## src/rtl/plc_params.svh

```systemverilog
`ifndef PLC_PARAMS_SVH
`define PLC_PARAMS_SVH

// Register indices (word address on the slave port)
`define PLC_IDX_PATTERN_CTRL     5'h0a
`define PLC_IDX_LOOPBACK_CTRL    5'h0b
`define PLC_IDX_CODE_LENGTH_CTRL 5'h0c
`define PLC_IDX_TX_LOOP_CODE     5'h0d
`define PLC_IDX_RX_ACTIVATE      5'h0e
`define PLC_IDX_RX_DEACTIVATE    5'h0f
`define PLC_IDX_ERROR_COUNT_CTRL 5'h10
`define PLC_IDX_IRQ_MASK0        5'h11
`define PLC_IDX_IRQ_EDGE_SELECT  5'h13
`define PLC_IDX_STATUS0          5'h14
`define PLC_IDX_STATUS1          5'h15
`define PLC_IDX_IRQ_STATUS0      5'h16
`define PLC_IDX_LINE_MODE        5'h1a

// Field positions
`define PLC_PC_PATTERN_LSB       0
`define PLC_PC_CLOCK_SELECT      2
`define PLC_PC_INVERT            3
`define PLC_LB_ANALOG            0
`define PLC_LB_DIGITAL           1
`define PLC_LB_REMOTE            2
`define PLC_LB_AUTO_REMOTE       3
`define PLC_CL_TX_LSB            0
`define PLC_CL_ACT_LSB           2
`define PLC_CL_DEACT_LSB         4
`define PLC_ST_SEQ_SYNC          0
`define PLC_ST_ACTIVATE          1
`define PLC_ST_DEACTIVATE        2
`define PLC_LM_E1                0

// Reset values
`define PLC_REG_RESET            8'h00
`define PLC_LFSR_SEED            20'h00001

// Checker and detector figures
`define PLC_SYNC_WIN_LAST        6'h3f
`define PLC_SYNC_MAX_ERR         7'h06
`define PLC_QRSS_MAX_ZEROS       5'h0e
`define PLC_CODE_MIN_LEN         4'h5
`define PLC_CODE_BLOCK_LAST      8'hff
`define PLC_CODE_MIN_HITS        9'h080

// Timing: clock rate, times as printed, cycle counts derived in the top module
`define PLC_CLK_MHZ              250
`define PLC_CODE_E1_MS           30
`define PLC_CODE_T1_MS           40
`define PLC_AUTO_LOOP_MS         5100
`endif

```

## src/rtl/plc_pkg.sv

```systemverilog
package plc_pkg;

  typedef enum logic [1:0] {
    plc_pat_data = 2'b00,
    plc_pat_ones = 2'b01,
    plc_pat_seq  = 2'b10,
    plc_pat_code = 2'b11
  } plc_pattern_t;

  typedef enum logic [1:0] {
    plc_arl_idle = 2'b01,
    plc_arl_loop = 2'b10
  } plc_arl_state_t;

endpackage : plc_pkg

```

## src/rtl/plc_maint.sv

```systemverilog
// Overview of operation
// - Patterns tick on channel transmit clock, or master clock when clock select is 1.
// - Clock select 0 and pattern select 00 pass system transmit data unchanged.
// - Pattern select 01 sends all ones on the selected pattern clock.
// - Clock select 1 with pattern select 00 sends all zeros.
// - Sequence is 2^20-1 with zero limit in T1/J1, 2^15-1 in E1.
// - Pattern select 10 sends the pseudo-random sequence, most significant bit first.
// - Invert bit sends the sequence inverted, else directly.
// - Sync set at 6 or fewer errors per 64-bit window, cleared above 6.
// - Sync rise or any change sets its irq status; irq when status and mask both 1.
// - Error select 00 forwards received sequence errors to the shared 16-bit counter.
// - Analog loopback sends transmit bits to receive outputs while still driving line.
// - Digital loopback sends transmit bits through receive path while still driving line.
// - In analog or digital loopback, selected patterns override transmit data.
// - Remote loopback sends recovered receive clock and data to the transmit line.
// - Pattern select 11 repeats the loop code; stops at clock select 0, select 00.
// - Loop codes are recognised framed or unframed despite one percent bit errors.
// - Auto loop sets after 5.1 s activate, clears after 5.1 s deactivate or enable off.
// - Transmit code is an 8-bit pattern, length 5 to 8 from a two-bit field.
// - Activate and deactivate codes each have 8-bit pattern and own length field.
// - Code status sets after the code is present over 30 ms E1 or 40 ms T1.
// - Edge select 0 captures rises, 1 any change; irq status clears when read.
// - Auto loop establishment sets remote loop status, removal clears it.
`include "plc_params.svh"

// Presence hold timer: held_o once present_i has stood longer than limit_i cycles
module plc_hold_timer (
  // Clock and control
  input  wire logic        core_clk_i,
  input  wire logic        rst_i,
  input  wire logic        ce_i,
  // Presence and threshold
  input  wire logic        present_i,
  input  wire logic [31:0] limit_i,
  output logic             held_o
);
  logic [31:0] count;

  always_ff @(posedge core_clk_i) begin
    if (rst_i) begin
      count <= 32'h00000000;
    end else if (ce_i) begin
      if (!present_i) begin
        count <= 32'h00000000;
      end else if (count != 32'hffffffff) begin
        count <= count + 32'h00000001;
      end
    end
  end

  assign held_o = present_i && (count > limit_i);
endmodule : plc_hold_timer

module plc_maint
  import plc_pkg::*;
#(
  parameter int unsigned CODE_E1_CYC    = `PLC_CODE_E1_MS * 1000 * `PLC_CLK_MHZ,
  parameter int unsigned CODE_T1_CYC    = `PLC_CODE_T1_MS * 1000 * `PLC_CLK_MHZ,
  parameter int unsigned AUTO_LOOP_CYC  = `PLC_AUTO_LOOP_MS * 1000 * `PLC_CLK_MHZ
) (
  // Clock, reset, enable
  input  wire logic        core_clk_i,
  input  wire logic        rst_i,
  input  wire logic        ce_i,
  // Avalon-MM slave
  input  wire logic [4:0]  avs_address_i,
  input  wire logic        avs_read_i,
  input  wire logic        avs_write_i,
  input  wire logic [31:0] avs_writedata_i,
  input  wire logic [3:0]  avs_byteenable_i,
  output logic [31:0]      avs_readdata_o,
  output logic             avs_waitrequest_o,
  // Pins from outside the clock domain
  input  wire logic        channel_tx_clock_i,
  input  wire logic        master_clock_i,
  input  wire logic        sys_tx_data_i,
  input  wire logic        channel_rx_clock_i,
  input  wire logic        rx_data_i,
  // Line side and system side bit streams
  output logic             line_tx_data_o,
  output logic             line_tx_strobe_o,
  output logic             rx_out_data_o,
  output logic             rx_out_strobe_o,
  // To error counter, interrupt, loop state
  output logic             seq_error_count_o,
  output logic             irq_o,
  output logic             remote_loop_active_o
);

  // Configuration registers
  logic [7:0] pattern_ctrl;
  logic [7:0] loopback_ctrl;
  logic [7:0] code_length_ctrl;
  logic [7:0] tx_loop_code;
  logic [7:0] rx_activate_code;
  logic [7:0] rx_deactivate_code;
  logic [7:0] error_count_ctrl;
  logic [7:0] irq_mask0;
  logic [7:0] irq_edge_select;
  logic [7:0] line_mode;
  logic [2:0] irq_status0;
  logic [2:0] status_prev;
  logic       bus_busy;

  plc_pattern_t pattern_select;
  logic       pattern_clock_select;
  logic       seq_invert;
  logic       e1_mode;
  logic       analog_loop_enable;
  logic       digital_loop_enable;
  logic       remote_loop_enable;
  logic       auto_remote_loop_enable;
  logic [1:0] tx_code_length;
  logic [1:0] rx_activate_length;
  logic [1:0] rx_deactivate_length;

  assign pattern_select          = plc_pattern_t'(pattern_ctrl[`PLC_PC_PATTERN_LSB +: 2]);
  assign pattern_clock_select    = pattern_ctrl[`PLC_PC_CLOCK_SELECT];
  assign seq_invert              = pattern_ctrl[`PLC_PC_INVERT];
  assign e1_mode                 = line_mode[`PLC_LM_E1];
  assign analog_loop_enable      = loopback_ctrl[`PLC_LB_ANALOG];
  assign digital_loop_enable     = loopback_ctrl[`PLC_LB_DIGITAL];
  assign remote_loop_enable      = loopback_ctrl[`PLC_LB_REMOTE];
  assign auto_remote_loop_enable = loopback_ctrl[`PLC_LB_AUTO_REMOTE];
  assign tx_code_length          = code_length_ctrl[`PLC_CL_TX_LSB +: 2];
  assign rx_activate_length      = code_length_ctrl[`PLC_CL_ACT_LSB +: 2];
  assign rx_deactivate_length    = code_length_ctrl[`PLC_CL_DEACT_LSB +: 2];

  // Two-flop synchronisers; edges are taken only from the second stage
  logic [4:0] pin_meta;
  logic [4:0] pin_sync;
  logic [4:0] pin_prev;

  always_ff @(posedge core_clk_i) begin
    if (rst_i) begin
      pin_meta <= 5'h00;
      pin_sync <= 5'h00;
      pin_prev <= 5'h00;
    end else if (ce_i) begin
      pin_meta <= {rx_data_i, channel_rx_clock_i, sys_tx_data_i, master_clock_i, channel_tx_clock_i};
      pin_sync <= pin_meta;
      pin_prev <= pin_sync;
    end
  end

  wire tx_clk_rise = pin_sync[0] & ~pin_prev[0];
  wire mclk_rise   = pin_sync[1] & ~pin_prev[1];
  wire sys_bit     = pin_sync[2];
  wire rx_clk_rise = pin_sync[3] & ~pin_prev[3];
  wire rx_pin_bit  = pin_sync[4];

  // Pattern bit clock
  wire tx_tick = pattern_clock_select ? mclk_rise : tx_clk_rise;

  // Pseudo-random generator
  logic [19:0] gen_lfsr;
  logic [4:0]  gen_zero_run;
  wire         gen_raw    = e1_mode ? (gen_lfsr[14] ^ gen_lfsr[13]) : (gen_lfsr[19] ^ gen_lfsr[16]);
  // Zero limit keeps line ones density up; receive side tolerates it as rare errors
  wire         gen_forced = !e1_mode && !gen_raw && (gen_zero_run >= `PLC_QRSS_MAX_ZEROS);
  wire         seq_bit    = (gen_raw | gen_forced) ^ seq_invert;
  wire         seq_run    = tx_tick && (pattern_select == plc_pat_seq);

  always_ff @(posedge core_clk_i) begin
    if (rst_i) begin
      gen_lfsr     <= `PLC_LFSR_SEED;
      gen_zero_run <= 5'h00;
    end else if (ce_i && seq_run) begin
      // New bits enter at the bottom, so the first bit out is the oldest: msb first
      gen_lfsr     <= (gen_lfsr == 20'h00000) ? `PLC_LFSR_SEED : {gen_lfsr[18:0], gen_raw};
      gen_zero_run <= gen_raw ? 5'h00 : (gen_zero_run + ((gen_zero_run == 5'h1f) ? 5'h00 : 5'h01));
    end
  end

  // Loop code generator
  logic [2:0] code_idx;
  wire  [2:0] tx_code_last = 3'(`PLC_CODE_MIN_LEN) + {1'b0, tx_code_length} - 3'h1;
  wire        code_bit     = tx_loop_code[code_idx];

  always_ff @(posedge core_clk_i) begin
    if (rst_i) begin
      code_idx <= 3'h0;
    end else if (ce_i) begin
      if (pattern_select != plc_pat_code) begin
        code_idx <= tx_code_last;
      end else if (tx_tick) begin
        code_idx <= (code_idx == 3'h0) ? tx_code_last : (code_idx - 3'h1);
      end
    end
  end

  // Transmit selection
  logic next_tx_bit;

  always_comb begin
    case (pattern_select)
      plc_pat_data: next_tx_bit = pattern_clock_select ? 1'b0 : sys_bit;
      plc_pat_ones: next_tx_bit = 1'b1;
      plc_pat_seq:  next_tx_bit = seq_bit;
      plc_pat_code: next_tx_bit = code_bit;
      default:      next_tx_bit = sys_bit;
    endcase
  end

  // Remote loop state
  plc_arl_state_t arl_state;
  logic           act_long;
  logic           deact_long;
  wire            remote_active = remote_loop_enable || (arl_state == plc_arl_loop);
  wire            local_loop    = analog_loop_enable || digital_loop_enable;

  // Line and receive outputs; analog and digital loops look alike at this level
  // because termination and jitter attenuation sit outside this block
  wire line_tick   = remote_active ? rx_clk_rise : tx_tick;
  wire line_next   = remote_active ? rx_pin_bit : next_tx_bit;
  wire rx_tick     = local_loop ? tx_tick : rx_clk_rise;
  wire rx_bit      = local_loop ? next_tx_bit : rx_pin_bit;

  always_ff @(posedge core_clk_i) begin
    if (rst_i) begin
      line_tx_data_o   <= 1'b0;
      line_tx_strobe_o <= 1'b0;
      rx_out_data_o    <= 1'b0;
      rx_out_strobe_o  <= 1'b0;
    end else if (ce_i) begin
      line_tx_strobe_o <= line_tick;
      rx_out_strobe_o  <= rx_tick;
      if (line_tick) begin
        line_tx_data_o <= line_next;
      end
      if (rx_tick) begin
        rx_out_data_o <= rx_bit;
      end
    end
  end

  // Sequence checker: self-synchronising on received bits, 64-bit hopping windows
  logic [19:0] chk_shift;
  logic [5:0]  chk_bit_cnt;
  logic [6:0]  chk_err_cnt;
  logic        seq_sync_status;
  wire         chk_in   = rx_bit ^ seq_invert;
  wire         chk_pred = e1_mode ? (chk_shift[14] ^ chk_shift[13]) : (chk_shift[19] ^ chk_shift[16]);
  wire         chk_err  = rx_tick && (chk_pred != chk_in);
  wire  [6:0]  chk_total = chk_err_cnt + {6'h00, chk_err};

  always_ff @(posedge core_clk_i) begin
    if (rst_i) begin
      chk_shift         <= 20'h00000;
      chk_bit_cnt       <= 6'h00;
      chk_err_cnt       <= 7'h00;
      seq_sync_status   <= 1'b0;
      seq_error_count_o <= 1'b0;
    end else if (ce_i) begin
      seq_error_count_o <= chk_err && (error_count_ctrl[1:0] == 2'b00);
      if (rx_tick) begin
        chk_shift   <= {chk_shift[18:0], chk_in};
        chk_bit_cnt <= chk_bit_cnt + 6'h01;
        if (chk_bit_cnt == `PLC_SYNC_WIN_LAST) begin
          seq_sync_status <= (chk_total <= `PLC_SYNC_MAX_ERR);
          chk_err_cnt     <= 7'h00;
        end else begin
          chk_err_cnt     <= chk_total;
        end
      end
    end
  end

  // Loop code detection: any rotation of the repeated code in the last L bits
  function automatic logic code_hit(input logic [7:0] win, input logic [7:0] pat, input logic [1:0] len);
    logic [3:0]  l;
    logic [7:0]  m;
    logic [15:0] rep;
    logic        hit;
    l   = `PLC_CODE_MIN_LEN + {2'b00, len};
    m   = 8'(16'h00ff >> (4'h8 - l));
    rep = ({8'h00, pat & m} << l) | {8'h00, pat & m};
    hit = 1'b0;
    for (int r = 0; r < 8; r++) begin
      if ((r < 32'(l)) && (((win ^ 8'(rep >> r)) & m) == 8'h00)) begin
        hit = 1'b1;
      end
    end
    return hit;
  endfunction : code_hit

  logic [7:0] det_win;
  logic [7:0] det_blk_cnt;
  logic [8:0] act_hits;
  logic [8:0] deact_hits;
  logic       act_present;
  logic       deact_present;
  wire        act_hit   = code_hit(det_win, rx_activate_code, rx_activate_length);
  wire        deact_hit = code_hit(det_win, rx_deactivate_code, rx_deactivate_length);

  // A bit error spoils at most eight windows, so half-block hit counts survive
  // a one percent error rate and the odd framing bit
  always_ff @(posedge core_clk_i) begin
    if (rst_i) begin
      det_win       <= 8'h00;
      det_blk_cnt   <= 8'h00;
      act_hits      <= 9'h000;
      deact_hits    <= 9'h000;
      act_present   <= 1'b0;
      deact_present <= 1'b0;
    end else if (ce_i && rx_tick) begin
      det_win     <= {det_win[6:0], rx_bit};
      det_blk_cnt <= det_blk_cnt + 8'h01;
      if (det_blk_cnt == `PLC_CODE_BLOCK_LAST) begin
        act_present   <= (act_hits >= `PLC_CODE_MIN_HITS);
        deact_present <= (deact_hits >= `PLC_CODE_MIN_HITS);
        act_hits      <= 9'h000;
        deact_hits    <= 9'h000;
      end else begin
        act_hits      <= act_hits + {8'h00, act_hit};
        deact_hits    <= deact_hits + {8'h00, deact_hit};
      end
    end
  end

  // Presence timers
  wire [31:0] code_limit = e1_mode ? CODE_E1_CYC : CODE_T1_CYC;
  logic       activate_code_status;
  logic       deactivate_code_status;

  plc_hold_timer u_act_status (
    .core_clk_i (core_clk_i),
    .rst_i      (rst_i),
    .ce_i       (ce_i),
    .present_i  (act_present),
    .limit_i    (code_limit),
    .held_o     (activate_code_status)
  );

  plc_hold_timer u_deact_status (
    .core_clk_i (core_clk_i),
    .rst_i      (rst_i),
    .ce_i       (ce_i),
    .present_i  (deact_present),
    .limit_i    (code_limit),
    .held_o     (deactivate_code_status)
  );

  plc_hold_timer u_act_auto (
    .core_clk_i (core_clk_i),
    .rst_i      (rst_i),
    .ce_i       (ce_i),
    .present_i  (act_present),
    .limit_i    (AUTO_LOOP_CYC),
    .held_o     (act_long)
  );

  plc_hold_timer u_deact_auto (
    .core_clk_i (core_clk_i),
    .rst_i      (rst_i),
    .ce_i       (ce_i),
    .present_i  (deact_present),
    .limit_i    (AUTO_LOOP_CYC),
    .held_o     (deact_long)
  );

  // Automatic remote loop
  always_ff @(posedge core_clk_i) begin
    if (rst_i) begin
      arl_state <= plc_arl_idle;
    end else if (ce_i) begin
      case (arl_state)
        plc_arl_idle: if (auto_remote_loop_enable && act_long) arl_state <= plc_arl_loop;
        plc_arl_loop: if (!auto_remote_loop_enable || deact_long) arl_state <= plc_arl_idle;
        default:      arl_state <= plc_arl_idle;
      endcase
    end
  end

  assign remote_loop_active_o = remote_active;

  // Interrupt capture
  wire [2:0] status_now = {deactivate_code_status, activate_code_status, seq_sync_status};
  wire [2:0] irq_event  = (status_now & ~status_prev) |
                          (irq_edge_select[2:0] & (status_now ^ status_prev));

  // Bus slave: one wait cycle, read data captured when the request first appears
  wire        bus_req    = avs_read_i || avs_write_i;
  wire        bus_accept = ce_i && bus_req && bus_busy;
  wire        wr_accept  = bus_accept && avs_write_i && avs_byteenable_i[0];
  wire        rd_accept  = bus_accept && avs_read_i;
  wire [7:0]  wr_byte    = avs_writedata_i[7:0];
  wire [2:0]  irq_clear  = (rd_accept && (avs_address_i == `PLC_IDX_IRQ_STATUS0)) ? avs_readdata_o[2:0] : 3'h0;
  wire [7:0]  rd_mux =
    (avs_address_i == `PLC_IDX_PATTERN_CTRL)     ? pattern_ctrl :
    (avs_address_i == `PLC_IDX_LOOPBACK_CTRL)    ? loopback_ctrl :
    (avs_address_i == `PLC_IDX_CODE_LENGTH_CTRL) ? code_length_ctrl :
    (avs_address_i == `PLC_IDX_TX_LOOP_CODE)     ? tx_loop_code :
    (avs_address_i == `PLC_IDX_RX_ACTIVATE)      ? rx_activate_code :
    (avs_address_i == `PLC_IDX_RX_DEACTIVATE)    ? rx_deactivate_code :
    (avs_address_i == `PLC_IDX_ERROR_COUNT_CTRL) ? error_count_ctrl :
    (avs_address_i == `PLC_IDX_IRQ_MASK0)        ? irq_mask0 :
    (avs_address_i == `PLC_IDX_IRQ_EDGE_SELECT)  ? irq_edge_select :
    (avs_address_i == `PLC_IDX_STATUS0)          ? {5'h00, status_now} :
    (avs_address_i == `PLC_IDX_STATUS1)          ? {7'h00, arl_state == plc_arl_loop} :
    (avs_address_i == `PLC_IDX_IRQ_STATUS0)      ? {5'h00, irq_status0} :
    (avs_address_i == `PLC_IDX_LINE_MODE)        ? line_mode :
    8'h00;

  assign avs_waitrequest_o = bus_req && (!bus_busy || !ce_i);
  assign irq_o             = |(irq_status0 & irq_mask0[2:0]);

  always_ff @(posedge core_clk_i) begin
    if (rst_i) begin
      bus_busy       <= 1'b0;
      avs_readdata_o <= 32'h00000000;
      irq_status0    <= 3'h0;
      status_prev    <= 3'h0;
    end else if (ce_i) begin
      bus_busy    <= bus_req && !bus_busy;
      status_prev <= status_now;
      // A new event wins over a clear in the same cycle
      irq_status0 <= (irq_status0 & ~irq_clear) | irq_event;
      if (bus_req && !bus_busy) begin
        avs_readdata_o <= {24'h000000, rd_mux};
      end
    end
  end

  always_ff @(posedge core_clk_i) begin
    if (rst_i) begin
      pattern_ctrl       <= `PLC_REG_RESET;
      loopback_ctrl      <= `PLC_REG_RESET;
      code_length_ctrl   <= `PLC_REG_RESET;
      tx_loop_code       <= `PLC_REG_RESET;
      rx_activate_code   <= `PLC_REG_RESET;
      rx_deactivate_code <= `PLC_REG_RESET;
      error_count_ctrl   <= `PLC_REG_RESET;
      irq_mask0          <= `PLC_REG_RESET;
      irq_edge_select    <= `PLC_REG_RESET;
      line_mode          <= `PLC_REG_RESET;
    end else if (wr_accept) begin
      if (avs_address_i == `PLC_IDX_PATTERN_CTRL) begin
        pattern_ctrl <= wr_byte;
      end else if (avs_address_i == `PLC_IDX_LOOPBACK_CTRL) begin
        loopback_ctrl <= wr_byte;
      end else if (avs_address_i == `PLC_IDX_CODE_LENGTH_CTRL) begin
        code_length_ctrl <= wr_byte;
      end else if (avs_address_i == `PLC_IDX_TX_LOOP_CODE) begin
        tx_loop_code <= wr_byte;
      end else if (avs_address_i == `PLC_IDX_RX_ACTIVATE) begin
        rx_activate_code <= wr_byte;
      end else if (avs_address_i == `PLC_IDX_RX_DEACTIVATE) begin
        rx_deactivate_code <= wr_byte;
      end else if (avs_address_i == `PLC_IDX_ERROR_COUNT_CTRL) begin
        error_count_ctrl <= wr_byte;
      end else if (avs_address_i == `PLC_IDX_IRQ_MASK0) begin
        irq_mask0 <= wr_byte;
      end else if (avs_address_i == `PLC_IDX_IRQ_EDGE_SELECT) begin
        irq_edge_select <= wr_byte;
      end else if (avs_address_i == `PLC_IDX_LINE_MODE) begin
        line_mode <= wr_byte;
      end
    end
  end

endmodule : plc_maint

```

## config.mk

```make
export PLATFORM = sky130hd
export DESIGN_NAME = plc_maint
export DESIGN_NICKNAME = d
export VERILOG_FILES = /design/src/rtl/plc_pkg.sv /design/src/rtl/plc_maint.sv
export VERILOG_INCLUDE_DIRS = /design/src /design/src/rtl
export SDC_FILE = /design/constraint.sdc
export NUM_CORES = 1
export LEC_CHECK = 0
export BUFFER_PORTS_ARGS = -buffer_cell sky130_fd_sc_hd__buf_4
export CELL_PAD_IN_SITES_DETAIL_PLACEMENT = 1
export CELL_PAD_IN_SITES_GLOBAL_PLACEMENT = 2
export CORE_UTILIZATION = 41
export CTS_CLUSTER_DIAMETER = 100
export DETAILED_ROUTE_END_ITERATION = 10
export PLACE_DENSITY_LB_ADDON = 0.15
export SLEW_MARGIN = 20
export SYNTH_ARGS = -nofsm -noshare
export SYNTH_HDL_FRONTEND = slang
export SYNTH_SLANG_ARGS = --single-unit
```

## constraint.sdc

```tcl
create_clock -name core_clk_i -period 11 [get_ports core_clk_i]
set_input_delay 1.1 -clock core_clk_i [delete_from_list [all_inputs] [get_ports core_clk_i]]
set_output_delay 1.1 -clock core_clk_i [all_outputs]
set_load 0.05 [all_outputs]
```

==> impl_metrics.yaml <==
run_status:
  result_of_the_run: "complete, but fails checks"
  violations: "DRC"
setup_path:
  critPathCaptureType: "flip-flop"
  start_kind: "flip-flop"
  cp.required_ns: 11.45
  crit_fanout: 28
  worst-setup-path-type: "reg2reg"
  critical_path_arrival_ns: 6.45
clock_tree:
  postCtsResizedCells: 0
  tritoncts: "done"
  tritoncts_num_sinks: 340
  clk_pin_slew_ns: 0.06
  cts_setup_buffers: 0
  cts.root.buffer_cell: "clkbuf_16"
  h-tree-depth: 2
  clock_tree.buffer_depth: 3
  number_of_buffers_created_by_cts: 40
  worstSkewPairLatency_ns: 0.59
  cts_hold_buf: 0
pwr:
  power_frac_seq_pct: 44.7
  total_leakage_power_nw: 7.58
  power.share.clock_pct: 51.0
  total_switching_power_mw: 0.651
  internal_cell_power_mw: 2.13
  sw_frac_of_total_pct: 23.4
  power.share.combinational_pct: 4.4
  power.ir.vdd_worst_mv: 0.109
  power_density_nw_per_um2: 129
sta:
  setup_tns_ns: 0
  slew_headroom_pct: 32.7
  finalSetupViolCount: 0
  timing_max_transition_violations_final: 0
  grt_setup_unrepaired: "false"
  layout_min_cycle_time_ns: 6.01
  fmaxAchievable_ghz: 0.166
  worst-slew-pin-transition_ns: 1.00
  period_share_pct: 54.6
  final_hold_viol_count: 0
  finClkSkew_ns: 0.0521
finish:
  layout-area-overhead-vs-synth_pct: 10.3
  stdcell_area_um2: 21500
  fill_cells: 5544
  finish.net_count: 2485
  ratio_of_cells_with_drive_above_1_in_the_final_layout_pct: 7.44
job:
  maxcap_violations: 0
floorplanning:
  io-pin-count: 91
  fp.dieW_um: 220
  start_util_pct: 41.7
  core_um2: 46800
  rows: 79
  height_of_the_die_um: 220
  design.die.area_um2: 48400
detailed_routing:
  drc: 8
  routed-via-count: 17100
  post_drt_via_cell_ratio: 5.69
  routed_wire_length_per_instance_um: 19.3
  drtPass1Iterations: 8
  ant_nets: 0
  first_iter_violations: 947
  route.final.wire_length_mm: 58.1
placement:
  hpwl_mm: 39.9
  postPlaceCellArea_um2: 20100
  placement.io_buffers: 39
  routabilityCongestion: 0.866
global_route:
  grt_max_degree: 87
  grt_antenna_before_repair: 1
  grt_remaining_overflow: 0
  grt_first_pass_wirelength_mm: 93.4
  via_count_of_the_first_global_routing_pass: 17400
  track_usage_pct: 24.0
logic_synthesis:
  synthesis.yosys.warnings: 0
  synth_area_um2: 19500
  edff_count_synth: 0
  postSynthCellCount: 2422
  ys_types: 93
  synth_seq_cells: 340
  synth_area_per_cell_um2: 8.05
  synth-main-ff-cell: "dfxtp_1"
  synth-seq-area-share_pct: 34.9
  asyncSetResetFlopFracSynth_pct: 0
min_path:
  holdCritPathClass: "reg2reg"
## kinds of logic after synthesis
group | count (synthesis) | share of synthesized area (%)
compound gates | 426 | 14.1
fa+ha+maj | 59 | 3.79
buf+inv | 234 | 5.22
mux | 105 | 5.85
other cells | 1 | 0.0192
flops | 340 | 34.9
xor+xnor | 246 | 11.1
simple gates | 1011 | 25.0
## final cells by class
| class | count | area [um^2] | share of cell area [%] |
|---|---|---|---|
| Timing Repair Buffer | 65 | 492 | 2.29 |
| Tap cell | 607 | 759 | 3.53 |
| Antenna cell | 2 | 5.00 | 0.0233 |
| Clock buffer | 59 | 1220 | 5.69 |
| Multi-Input combinational cell | 1871 | 11800 | 54.9 |
| Inverter | 57 | 214 | 0.995 |
| Sequential cell | 340 | 6810 | 31.7 |
| Clock inverter | 14 | 199 | 0.925 |
## sequential cells by signal, indices dropped and copies added, names as in the netlist, 8 cells and up
name                  count
rx_deactivate_code        8
irq_edge_select           8
u_act_auto.count         32
det_win                   8
rx_activate_code          8
avs_readdata_o            8
loopback_ctrl             8
gen_lfsr                 20
irq_mask0                 8
pattern_ctrl              8
u_deact_auto.count       32
code_length_ctrl          8
error_count_ctrl          8
deact_hits                9
act_hits                  9
u_deact_status.count     32
det_blk_cnt               8
chk_shift                20
line_mode                 8
tx_loop_code              8
u_act_status.count       32
## power by group through the flow
stage	Clock, mW	Sequential [mW]	Combinational [mW]
finish	1.42	1.24	0.122
global route	1.50	1.24	0.131
CTS	1.46	1.24	0.123
detailed placement	0	1.27	0.122
global placement	0	1.27	0.120
floorplan	0	1.28	0.0835
## layout by cell type (no fill, tap or decap), drive strengths merged, types with 11 or more instances in the layout
master	netlist	routed
a21oi	172	172
ha	59	59
nor2	287	287
nor4	25	25
a211oi	11	11
nand3	89	89
or3	34	34
mux2i	91	91
nand4	64	64
buf	52	65
o21ai	79	79
nor2b	19	19
nor3	51	51
a31oi	22	22
nand2	297	297
a22oi	13	13
clkbuf	125	59
conb	1	24
xnor2	113	113
and3	32	32
and4	12	12
inv	57	58
nor4b	12	12
xor2	133	133
nand2b	18	18
and2	21	21
dfxtp	340	340
## routing by layer
metal	global-route usage (%)	share of wire, %
met5	0	0
met4	6.37	1.9
met3	2.61	2.9
met2	41.2	47
met1	31.9	48
## worst paths after layout
check	start	to	slack, ns	depth (start not counted)
setup reg to reg	code_length_ctrl[2]	act_hits[8]	4.99	16
hold reg to reg	chk_shift[4]	chk_shift[5]	0.46	2
hold / removal	chk_shift[4]	chk_shift[5]	0.46	2
setup / recovery	code_length_ctrl[2]	act_hits[8]	4.99	16
## critical path: stages (launching register included)
cell	delay (ns)
dfxtp_1	0.42
buf_4	0.33
ha_1	0.58
inv_1	0.22
ha_1	0.94
nand2_1	0.27
o32ai_1	0.49
a211oi_1	0.17
o311ai_0	0.66
a31oi_1	0.13
a211oi_1	0.34
o2111ai_1	0.36
ha_1	0.40
ha_1	0.25
nand4_1	0.12
xor2_1	0.15
nor2_1	0.05
## stage by stage
| step | hold slack, ns | std cells | setup slack (ns) | power (mW) | utilization [%] |
|---|---|---|---|---|---|
| after CTS | 0.456 | 3013 | 5.20 | 2.83 | 45.9 |
| after global routing | 0.472 | 3013 | 4.65 | 2.88 | 46.0 |
| after global placement | 0.437 | 2940 | 5.31 | 1.39 | 42.9 |
| final | 0.455 | 3015 | 4.99 | 2.78 | 46.0 |
| after detailed placement | 0.448 | 2940 | 5.20 | 1.39 | 42.9 |
| after floorplan | 0.429 | 2445 | 6.54 | 1.36 | - |
## cells in the mapped netlist, types with 10 or more instances
library cell	number	area, um^2
a211oi_1	11	82.6
nand3_1	89	445
buf_1	14	52.6
o211ai_1	10	75.1
buf_4	25	188
xnor2_1	113	990
or3_1	33	206
a31oi_1	22	138
nor4b_1	12	105
dfxtp_1	340	6810
inv_1	56	210
o21ai_0	72	360
nand2_1	297	1110
nor2_1	287	1080
and4_1	12	105
xor2_1	132	1160
mux2i_1	90	901
nor3b_1	10	75.1
and2_1	20	125
clkbuf_1	124	465
a222oi_1	10	100
ha_1	59	738
nand4_1	64	400
nand2b_1	17	106
a21oi_1	171	856
nor2b_1	19	119
a22oi_1	12	90.1
nor3_1	51	255
and3_1	32	200
o22ai_1	10	62.6
nor4_1	24	150
No activity file was read; power rests on OpenSTA's default activity.
